==> src/logic/mis_pkg.sv <==
/*
 * Shared constants of the memory integrity scanner: register offsets,
 * field positions, reset values, checksum constants and the start delay.
 * Assumes an 8-bit register port with byte-wide registers.
 */
package mis_pkg;
	localparam int REG_AW = 2;
	localparam logic [REG_AW-1:0] OFS_CONTROL = 2'h0;
	localparam logic [REG_AW-1:0] OFS_REGION = 2'h1;
	localparam logic [REG_AW-1:0] OFS_STATUS = 2'h2;

	localparam int CTL_ENABLE = 0;
	localparam int CTL_ARM = 1;
	localparam int CTL_STROBE = 7;
	localparam int STS_BUSY = 0;
	localparam int STS_PASS = 1;
	localparam int RGN_SRC_LO = 0;
	localparam int RGN_MODE_LO = 4;

	localparam logic [7:0] RST_CONTROL = 8'h00;
	localparam logic [7:0] RST_REGION = 8'h00;
	localparam logic [7:0] RST_STATUS = 8'h02;

	localparam logic [1:0] SRC_ENTIRE = 2'h0;
	localparam logic [1:0] SRC_LOADER_AND_PROGRAM = 2'h1;
	localparam logic [1:0] SRC_LOADER = 2'h2;
	localparam logic [1:0] MODE_PRIORITY = 2'h0;
	localparam logic [1:0] MODE_STARTUP = 2'h1;

	localparam logic [15:0] CRC_POLY = 16'h1021;
	localparam logic [15:0] CRC_INIT = 16'hffff;
	localparam logic [1:0] START_DLY_CYC = 2'h3;

	typedef enum logic [4:0] {
		S_IDLE = 5'b00001,
		S_DELAY = 5'b00010,
		S_FETCH = 5'b00100,
		S_ACK = 5'b01000,
		S_CHECK = 5'b10000
	} mis_state_t;
endpackage

==> src/logic/mis_crc_if.sv <==
/*
 * Byte stream from the scan sequencer into the checksum engine.
 * Assumes both ends share one clock.
 */
`timescale 1ns/1ps
interface mis_crc_if;
	logic init;
	logic vld;
	logic [7:0] data;
	logic [15:0] crc;
	modport ctl (output init, output vld, output data, input crc);
	modport eng (input init, input vld, input data, output crc);
endinterface

==> src/logic/mis_crc_engine.sv <==
/*
 * Checksum engine: x16+x12+x5+1, one byte per cycle, msb first.
 * Assumes the sequencer pulses init before the first byte.
 */
`timescale 1ns/1ps
module mis_crc_engine (
	input wire logic clk_i,
	input wire logic rst_n_i,
	mis_crc_if.eng crc_bus
);
	import mis_pkg::*;

	typedef struct packed {
		logic [15:0] crc;
	} mis_eng_st_t;

	mis_eng_st_t st_ff;
	mis_eng_st_t nxt_st;

	function automatic logic [15:0] crc_byte(input logic [15:0] c,
		input logic [7:0] d);
		logic [15:0] r;
		logic fb;
		r = c;
		for (int i = 7; i >= 0; i--) begin
			fb = r[15] ^ d[i];
			r = {r[14:0], 1'b0} ^ (fb ? CRC_POLY : 16'h0000);
		end
		return r;
	endfunction

	always_comb begin
		nxt_st = st_ff;
		if (crc_bus.init) begin
			nxt_st.crc = CRC_INIT;
		end else if (crc_bus.vld) begin
			nxt_st.crc = crc_byte(st_ff.crc, crc_bus.data);
		end
	end

	always_ff @(posedge clk_i or negedge rst_n_i) begin
		if (!rst_n_i) begin
			st_ff <= '{crc: CRC_INIT};
		end else begin
			st_ff <= nxt_st;
		end
	end

	assign crc_bus.crc = st_ff.crc;
endmodule

==> src/logic/mis_scanner.sv <==
/*
 * Memory integrity scanner: control, region and status registers, the
 * scan sequencer over a byte-wide flash read port, cpu stall and the
 * failure interrupt request.
 * Assumes flash answers each read with flash_ack_i one or more cycles
 * later, and region end addresses are at least 2.
 */
`timescale 1ns/1ps
// Overview of operation
// - reset strobe clears enable, region and status one cycle after write
// - with arm clear, reset strobe is taken even while scanning
// - with arm set, reset strobe during a scan is ignored
// - with arm set, any checksum mismatch raises the failure interrupt
// - arm bit cleared only by system reset, not by reset strobe
// - arm bit can be set only while no scan runs
// - after a failure interrupt, control register writes are ignored
// - writing enable one while idle starts a scan; bit stays one afterwards
// - writing enable zero changes nothing
// - after a start-up scan the enable bit reads one
// - region register ignores writes while busy or after interrupt
// - mode zero is a single priority scan stalling the cpu
// - after start-up scan mode reads non-zero; software rewrites zero
// - region field: 0 entire, 1 loader and program, 2 loader only
// - after start-up scan region field shows the strapped region
// - pass flag reads one after success and before any scan
// - busy flag reads one while a scan runs
// - checksum x16+x12+x5+1, init all ones, bytes msb first from zero
// - result compared with 16-bit value in last region bytes
// - scan begins three cycles after enable; cpu keeps running meanwhile
// - failure interrupt stays asserted until system reset
module mis_scanner #(
	parameter int AW = 16,
	parameter logic [AW-1:0] FLASH_END = 16'h0fff
) (
	input wire logic clk_i,
	input wire logic rst_n_i,
	input wire logic [mis_pkg::REG_AW-1:0] reg_addr_i,
	input wire logic [7:0] reg_wdata_i,
	input wire logic reg_wr_i,
	input wire logic reg_rd_i,
	output logic [7:0] reg_rdata_o,
	input wire logic [AW-1:0] loader_end_i,
	input wire logic [AW-1:0] program_end_i,
	input wire logic startup_scan_i,
	input wire logic [1:0] startup_region_i,
	output logic flash_rd_o,
	output logic [AW-1:0] flash_addr_o,
	input wire logic flash_ack_i,
	input wire logic [7:0] flash_rdata_i,
	output logic cpu_stall_o,
	output logic nmi_o,
	output logic busy_o
);
	import mis_pkg::*;

	typedef struct packed {
		mis_state_t st;
		logic [1:0] dly;
		logic [AW-1:0] addr;
		logic [15:0] stored;
		logic en;
		logic arm;
		logic [1:0] mode;
		logic [1:0] src;
		logic ok;
		logic nmi;
		logic boot_done;
		logic [7:0] rdata;
	} mis_top_st_t;

	mis_top_st_t st_ff;
	mis_top_st_t nxt_st;
	mis_crc_if crc_bus ();

	logic busy;
	logic wr_ctl;
	logic wr_rgn;
	logic strobe_ok;
	logic [AW-1:0] last;
	logic mismatch;
	logic [7:0] ctl_view;
	logic [7:0] rgn_view;
	logic [7:0] sts_view;

	mis_crc_engine u_crc (
		.clk_i(clk_i),
		.rst_n_i(rst_n_i),
		.crc_bus(crc_bus)
	);

	assign busy = (st_ff.st != S_IDLE);
	assign wr_ctl = reg_wr_i && (reg_addr_i == OFS_CONTROL);
	assign wr_rgn = reg_wr_i && (reg_addr_i == OFS_REGION);
	// strobe: any time with arm clear, only idle with arm set
	assign strobe_ok = wr_ctl && !st_ff.nmi && reg_wdata_i[CTL_STROBE]
		&& (!st_ff.arm || !busy);
	assign mismatch = (crc_bus.crc != st_ff.stored);
	assign ctl_view = {6'h00, st_ff.arm, st_ff.en};
	assign rgn_view = {2'h0, st_ff.mode, 2'h0, st_ff.src};
	assign sts_view = {6'h00, st_ff.ok, busy};

	always_comb begin
		case (st_ff.src)
			SRC_LOADER_AND_PROGRAM: last = program_end_i;
			SRC_LOADER: last = loader_end_i;
			default: last = FLASH_END;
		endcase
	end

	always_comb begin
		nxt_st = st_ff;
		crc_bus.init = 1'b0;
		crc_bus.vld = 1'b0;
		crc_bus.data = flash_rdata_i;
		flash_rd_o = 1'b0;

		// read data stand only in the cycle after the read strobe
		nxt_st.rdata = 8'h00;
		if (reg_rd_i) begin
			case (reg_addr_i)
				OFS_CONTROL: nxt_st.rdata = ctl_view;
				OFS_REGION: nxt_st.rdata = rgn_view;
				OFS_STATUS: nxt_st.rdata = sts_view;
				default: nxt_st.rdata = 8'h00;
			endcase
		end

		case (st_ff.st)
			S_IDLE: begin
				nxt_st.dly = 2'h0;
			end
			S_DELAY: begin
				// cpu not stalled here
				nxt_st.dly = st_ff.dly + 2'h1;
				if (st_ff.dly == START_DLY_CYC - 2'h1) begin
					nxt_st.st = S_FETCH;
				end
			end
			S_FETCH: begin
				flash_rd_o = 1'b1;
				nxt_st.st = S_ACK;
			end
			S_ACK: begin
				if (flash_ack_i) begin
					if (st_ff.addr == last) begin
						nxt_st.stored[7:0] = flash_rdata_i;
						nxt_st.st = S_CHECK;
					end else begin
						if (st_ff.addr == last - AW'(1)) begin
							nxt_st.stored[15:8] = flash_rdata_i;
						end else begin
							crc_bus.vld = 1'b1;
						end
						nxt_st.addr = st_ff.addr + AW'(1);
						nxt_st.st = S_FETCH;
					end
				end
			end
			S_CHECK: begin
				nxt_st.ok = !mismatch;
				if (mismatch && st_ff.arm) begin
					nxt_st.nmi = 1'b1;
				end
				nxt_st.st = S_IDLE;
			end
			default: nxt_st.st = S_IDLE;
		endcase

		// start-up scan, strap caught once after reset release
		if (!st_ff.boot_done) begin
			nxt_st.boot_done = 1'b1;
			if (startup_scan_i) begin
				nxt_st.en = 1'b1;
				nxt_st.src = startup_region_i;
				nxt_st.mode = MODE_STARTUP;
				nxt_st.addr = '0;
				crc_bus.init = 1'b1;
				nxt_st.st = S_FETCH;
			end
		end else if (strobe_ok) begin
			// clear all but arm; scan abandoned
			nxt_st.en = 1'b0;
			nxt_st.mode = 2'h0;
			nxt_st.src = 2'h0;
			nxt_st.ok = 1'b0;
			nxt_st.st = S_IDLE;
			nxt_st.arm = st_ff.arm;
		end else begin
			if (wr_ctl && !st_ff.nmi) begin
				if (reg_wdata_i[CTL_ARM] && !busy) begin
					nxt_st.arm = 1'b1;
				end
				// zero leaves enable and the scan alone
				if (reg_wdata_i[CTL_ENABLE]) begin
					nxt_st.en = 1'b1;
					if (!busy) begin
						nxt_st.addr = '0;
						nxt_st.dly = 2'h0;
						crc_bus.init = 1'b1;
						nxt_st.st = S_DELAY;
					end
				end
			end
			if (wr_rgn && !busy && !st_ff.nmi) begin
				nxt_st.mode = reg_wdata_i[RGN_MODE_LO +: 2];
				nxt_st.src = reg_wdata_i[RGN_SRC_LO +: 2];
			end
		end
	end

	always_ff @(posedge clk_i or negedge rst_n_i) begin
		if (!rst_n_i) begin
			st_ff.st <= S_IDLE;
			st_ff.dly <= 2'h0;
			st_ff.addr <= '0;
			st_ff.stored <= 16'h0000;
			st_ff.en <= RST_CONTROL[CTL_ENABLE];
			st_ff.arm <= RST_CONTROL[CTL_ARM];
			st_ff.mode <= RST_REGION[RGN_MODE_LO +: 2];
			st_ff.src <= RST_REGION[RGN_SRC_LO +: 2];
			st_ff.ok <= RST_STATUS[STS_PASS];
			st_ff.nmi <= 1'b0;
			st_ff.boot_done <= 1'b0;
			st_ff.rdata <= 8'h00;
		end else begin
			st_ff <= nxt_st;
		end
	end

	assign reg_rdata_o = st_ff.rdata;
	assign flash_addr_o = st_ff.addr;
	// mode zero and start-up scans both hold the cpu off flash
	assign cpu_stall_o = busy && (st_ff.st != S_DELAY);
	assign nmi_o = st_ff.nmi;
	assign busy_o = busy;
endmodule

==> config.mk <==
export PLATFORM = sky130hd
export DESIGN_NAME = mis_scanner
export DESIGN_NICKNAME = d
export VERILOG_FILES = /design/src/logic/mis_pkg.sv /design/src/logic/mis_crc_if.sv /design/src/logic/mis_crc_engine.sv /design/src/logic/mis_scanner.sv
export SDC_FILE = /design/constraint.sdc
export NUM_CORES = 1
export LEC_CHECK = 0
export BUFFER_PORTS_ARGS = -buffer_cell sky130_fd_sc_hd__buf_2
export CAP_MARGIN = 5
export CORE_MARGIN = 3
export CORE_UTILIZATION = 61
export DETAILED_ROUTE_END_ITERATION = 7
export MAX_ROUTING_LAYER = met4
export PLACE_DENSITY = 0.89
export SYNTH_ARGS = -nofsm -noshare
export SYNTH_HDL_FRONTEND = slang
export SYNTH_HIERARCHICAL = 1
export SYNTH_SLANG_ARGS = --single-unit
==> constraint.sdc <==
create_clock -name clk_i -period 5.3 [get_ports clk_i]
set_input_delay 1.06 -clock clk_i [delete_from_list [all_inputs] [get_ports clk_i]]
set_output_delay 1.06 -clock clk_i [all_outputs]
set_load 0.02 [all_outputs]
# After elaboration in Yosys (flattened, before gate mapping)
# Index checks and enable logic that the tools add are counted.
[word_totals]
word_cells = 134
regBits = 72
output_inout_bits = 28
input_bits = 58
[op_classes]
add_sub_neg = 3
mux = 57
n_eq_ne = 18
bitwise_logic = 18
n_reduce_logical = 24
[ops]
columns = ["cell", "n"]
rows = [
  ["bitwise XOR 16 bit", 8],
  ["two-way mux 13 bit", 8],
  ["two-way mux 23 bit", 3],
  ["two-way mux 16 bit", 4],
  ["two-way mux 32 bit", 2],
  ["== test 16 bit", 2],
  ["case mux 16 bit (2 select lines)", 1],
  ["two-way mux 5 bit", 6],
  ["two-way mux 24 bit", 1],
  ["case mux 5 bit (4 select lines)", 1],
  ["two-way mux 1 bit", 18],
  ["two-way mux 18 bit", 1],
  ["case mux 6 bit (3 select lines)", 1],
  ["adder 16 x 1 -> 16 bit (second input constant)", 1],
  ["two-way mux 8 bit", 2],
  ["!= test 16 bit", 1],
  ["subtractor 16 x 1 -> 16 bit (second input constant)", 1],
  ["two-way mux 4 bit", 3],
  ["two-way mux 6 bit", 2],
  ["logical AND 1 bit", 10],
  ["AND reduction 4 bit", 2],
  ["bitwise XOR 1 bit", 8],
  ["== test 2 bit (second input constant)", 3],
  ["two-way mux 2 bit", 3],
  ["19 further kinds", 28],
]

# Longest topological paths before layout
[depth]
ltp_word = 26
ltp_mapped = 15
ltp_nobuf = 13

# Cells and area by module
# The synthesis kept the hierarchy.
[modules_own_cells]
columns = ["mod", "area_each_um2", "cells_per_inst", "seq_area_each_um2", "n_inst"]
rows = [
  ["mis_scanner", 3828.7, 393, 1303.8, 1],
  ["mis_crc_engine", 1042.2, 80, 420.4, 1],
]

# Worst setup path after synthesis
# No wires, ideal clock.
[synth_path]
kind = "in2reg"
start = "in loader_end_i[2]"
end = "reg u_crc.st_ff, in the netlist u_crc/crc_bus.crc[12]"
required_time_ns = 5.211
n_path_buf = 1
slack_ns = 1.524
path_stages = 11
setup_time_ns = 0.089
arrival_time_ns = 3.687
cell_sequence = "a221oi_2 nand3_2 or3_4 o2111a_1 nor3_1 nor3_1 nor2_1 inv_1 clkbuf_1 a21oi_1 o21ai_1"
[synth_between]
elab_chain_len = 8
word_cells_on_any_way = 9
cone_classes = "1 x add/sub; 2 x eq/ne; 5 x mux; 1 x reduce/logical"
[synth_lines]
columns = ["element", "line_no", "source"]
rows = [
  ["start: declaration", "mis_scanner.sv:42", "input wire logic [AW-1:0] loader_end_i,"],
  ["case mux 16 bit (2 select lines) (*)", "mis_scanner.sv:103", "case (st_ff.src)"],
  ["subtractor 16 x 1 -> 16 bit", "mis_scanner.sv:149", "if (st_ff.addr == last - AW'(1)) begin"],
  ["== test 16 bit", "mis_scanner.sv:149", ""],
  ["two-way mux 1 bit", "mis_scanner.sv:149", ""],
  ["two-way mux 1 bit (*)", "mis_scanner.sv:145", "if (st_ff.addr == last) begin"],
  ["two-way mux 1 bit (*)", "mis_scanner.sv:144", "if (flash_ack_i) begin"],
  ["two-way mux 1 bit (*)", "mis_scanner.sv:128", "case (st_ff.st)"],
  ["named net crc_bus.vld", "mis_crc_if.sv:8", "logic vld;"],
  ["nonzero test 2 bit (no line) (*)", "n/a", ""],
  ["end signal: assignment", "mis_crc_engine.sv:43", "st_ff <= '{crc: CRC_INIT};"],
  ["end signal: assignment", "mis_crc_engine.sv:45", "st_ff <= nxt_st;"],
  ["end: declaration", "mis_crc_engine.sv:17", "mis_eng_st_t st_ff;"],
]
# The timed path passes the listed nets; every way through them passes the cells marked *.
# A chain may end at the register's enable or synchronous reset.

# Final worst setup path
[layout_path]
start = "reg st_ff, in the netlist rgn_view[0]"
end = "reg st_ff[27] (netlist bit)"
[layout_between]
elab_chain_len = 5
word_cells_on_any_way = 8
cone_classes = "1 x add/sub; 4 x eq/ne; 1 x mux; 1 x bitwise; 1 x reduce/logical"
[layout_lines]
columns = ["element", "line_no", "source"]
rows = [
  ["start: declaration", "mis_scanner.sv:71", "mis_top_st_t st_ff;"],
  ["start signal: assignment", "mis_scanner.sv:226", "st_ff <= nxt_st;"],
  ["== test 2 bit / == test 2 x 1 -> 1 bit (equally long branches)", "mis_scanner.sv:103", ""],
  ["case mux 16 bit (2 select lines) (*)", "mis_scanner.sv:103", ""],
  ["subtractor 16 x 1 -> 16 bit / == test 16 bit (equally long branches)", "mis_scanner.sv:149, mis_scanner.sv:145", ""],
  ["== test 16 bit / NOT 1 bit (equally long branches)", "n/a", ""],
  ["AND reduction 4 bit (no line) (*)", "n/a", ""],
]
# Every way passes the cells marked *; elsewhere a longest branch is shown, timed or not.

==> results by stage <==
Die:
- The top-level I/O count is 86.
- The horizontal die dimension is 95.4 µm.
- The die covers 0.00909 mm².
- After floorplanning, the core was divided into 31 placement rows.
- The initial standard-cell utilization of the core is 0.651.
- In this run the vertical extent of the chip is 95.4 µm.
- After floorplanning, the core was sized to cover 0.00749 mm².

Route:
- Using the TritonRoute via totals, the vias-per-cell ratio works out to 6.19.
- The first detailed-routing pass took 5 iterations.
- Once detail routing completed, the nets flagged for antenna violations numbered 0.
- The final layout contains routed wiring with a total length of 11.3 mm.
- The routed wire length per instance is 17.9 µm.
- After detailed routing, the number of remaining DRC violations is 0.
- The iteration-0 DRC count of the detailed router is 298.
- Detailed routing inserted a total of 3907 vias.

Clocking:
- TritonCTS built the clock tree.
- Buffers inserted during clock tree synthesis total 9.
- The clock sink total is 68.
- The clock latency at the later pin of the worst-skew pair is 350 ps.
- The clock tree root driver cell is clkbuf_8.
- The level count of the clock H-tree is 3.
- The clock transition at the register clock pins on the worst setup and hold paths after CTS is 90 ps.
- The maximum buffer depth of the clock tree is 2.
- The number of cells upsized or downsized after cts is 0.
- In this run, post-CTS hold repair placed 0 buffers.
- The total setup buffers inserted after CTS is 0.

Timing:
- For the final routed database, the setup TNS stands at 0 ps.
- The worst hold slack after final layout is 510 ps.
- Dividing the final minimum period by the clock period gives 0.825.
- At the pin with the least slew margin, the transition time is 1020 ps.
- Setup slack on the critical path of the routed design comes to 930 ps.
- Measured against its own limit, the worst slew margin works out to 0.322.
- The maximum clock frequency is 229 MHz.
- Counting I/O delays and the setup requirement, the final critical path takes 4370 ps.
- The number of pins exceeding their max-slew limit in the final report is 0.
- The worst setup skew after layout is 14.1 ps.
- Setup violations remaining at the end of the flow were counted as 0.
- Setup repair after global routing left no endpoint under its margin.
- The final hold violation count is 0.

Logic synthesis:
- Of the total synthesized cell area, the portion taken by full adders, half adders and majority gates is 0.0128.
- Sorting the synthesized cells by how often they occur yields dfrtp_1, xnor2_1, a21oi_1.
- The number of synthesized flops with an enable pin is 0.
- The dominant synthesized flop cell is dfrtp_1.
- In the synthesized netlist the async set-or-reset flop fraction comes to 1.00.
- The average instance in the mapped netlist occupies 10.3 µm².
- The multiplexer area fraction after synthesis is 0.0581.
- Counting distinct cell types in the post-synthesis netlist gives 77.
- Yosys attributes the largest share of cell area to dfrtp_1, dfstp_2, xnor2_1.
- After technology mapping, the gate count stands at 473.
- The largest family of logic cells by synthesized area is compound AO/OA/AOI/OAI gates.
- The synthesized-area fraction occupied by ao, oa, aoi and oai cells is 0.173.
- The number of warning messages in the yosys log is 6.
- The area share of and/or/nand/nor cells after synthesis is 0.161.
- The proportion of synthesized chip area in sequential cells is 0.354.
- The synthesized-area fraction occupied by xor and xnor cells is 0.167.
- The synthesized design spends more area on one cell type than any other, namely dfrtp_1.
- The synthesized design contains 68 register bits.
- The area share of the largest cell type after synthesis is 0.257.
- The summed instance area of the synthesized netlist is 0.00487 mm².
- By instance count, the leading cell after synthesis is dfrtp_1.

Pwr:
- The leakage power summed over all cells is 2.30 nW.
- In this run the power density over the cells is 285 mW/mm².
- VDD sags by at most 0.000163 V.

Critical path:
- The type of element launching the critical path is a flip-flop.
- The worst setup path is captured at a flip-flop.
- In this run the worst path has a maximum fanout of 19.
- STA puts the critical path data required time at 5530 ps.
- The worst setup path category is reg2reg.
- In this run the register-to-register setup slack is 930 ps.
- Data arrives at the worst endpoint at 4600 ps.

Layout:
- The share of layout cells above drive strength 1 is 0.303.
- With fillers left out, the area of the finished cells amounts to 0.00534 mm².
- The final layout net count is 590.
- The diode insertion count for antenna repair is 0.
- The area added between synthesis and finish is 9.58%.

Job:
- The max-cap violation count is 0.

Global route:
- The combined global-route utilization of all metal layers is 0.266.
- The number of global-route vias before repair came to 3824.
- Entering global routing, the biggest net connects 57 pins.
- Global routing finished with a remaining overflow of 0.
- The first global-routing pass estimated 18.3 mm of wire.
- The number of antenna violations at the first check in global routing came to 0.

Run status:
- The run finished with clean final reports.

Placement:
- The post-placement cell area is 0.00514 mm².
- Prior to clock tree synthesis, the placed netlist has a worst setup slack of 956 ps.
- The count of buffers added on input and output ports is 78.
- The final estimated routing congestion in global placement is 0.953.
- Summed over all nets, the half-perimeter wirelength after detailed placement is 8.30 mm.

Min path:
- The worst hold path class is reg2reg.
logic make-up after synthesis:
logic type      Yosys count
compound gates          113
xor+xnor                 70
fa+ha+maj                 5
buf+inv                  60
flops                    68
mux                      23
other cells               2
simple gates            132
placed cells by master, fill, tap and decap left out, drive strengths merged, types with 7 or more instances in the layout:
cell	count
a211o	8
a21oi	29
a221oi	13
a22oi	7
and2	7
buf	81
clkbuf	9
dfrtp	50
dfstp	18
inv	20
mux2	18
nand2	17
nand3	9
nand4	11
nor2	22
nor2b	12
nor3	11
o21ai	31
or3	15
xnor2	50
xnor3	9
xor2	9
critical path, cell delays in order (launching register included):
cell and delay, ps:
dfrtp_1 420, inv_1 60, ha_1 610, a221oi_2 520, ha_1 320, nand4_1 220, or4_1 480, a41oi_1 230
o2111ai_1 230, nor4_4 790, mux2_4 360
power breakdown:
| group | switching [W] | internal (W) |
|---|---|---|
| clock network | 0.000219 | 0.000221 |
| logic | 0.000287 | 0.000217 |
| registers | 0.0000277 | 0.000552 |
| total | 0.000534 | 0.000990 |
flip-flops by register name, indices dropped and copies added, names as in the netlist:
signal             count
u_crc/crc_bus.crc     16
flash_addr_o          16
st_ff                 25
nmi_o                  1
ctl_view               2
rgn_view               4
reg_rdata_o            4
final timing paths:
kind / start / to / depth (start not counted)
setup / recovery: rgn_view[0] / st_ff[27] / 10
hold / removal: st_ff[49] / st_ff[49] / 1
setup reg to reg: rgn_view[0] / st_ff[27] / 10
hold reg to reg: st_ff[49] / st_ff[49] / 1
max in group asynchronous: rst_n_i / flash_addr_o[13] / 2
min in group asynchronous: rst_n_i / st_ff[17] / 1
per-layer routing:
layer / GRT usage / up-vias / part of all wire
met3: 0.0474 / 19 / 0.071
met5: - / - / 0
met4: 0.0986 / 0 / 0.018
li1: - / 1809 / -
met2: 0.424 / 189 / 0.50
met1: 0.339 / 1890 / 0.41
final cells by class:
| type | count | area, µm² |
|---|---|---|
| timing repair buffer | 81 | 413 |
| sequential | 68 | 1720 |
| clock buffer | 9 | 124 |
| multi-input combinational | 348 | 2810 |
| fill | 552 | 2150 |
| tap | 99 | 124 |
| clock inverter | 7 | 75.1 |
| inverter | 19 | 71.3 |
per-stage QoR:
step           utilization  cells  power, W
2_1_floorplan            -    476  0.000985
3_3_place_gp         0.686    615   0.00107
3_5_place_dp         0.686    615   0.00109
4_1_cts              0.713    631   0.00153
5_1_grt              0.713    631   0.00161
6_report             0.713    631   0.00152
No activity file was read; power rests on OpenSTA's default activity.
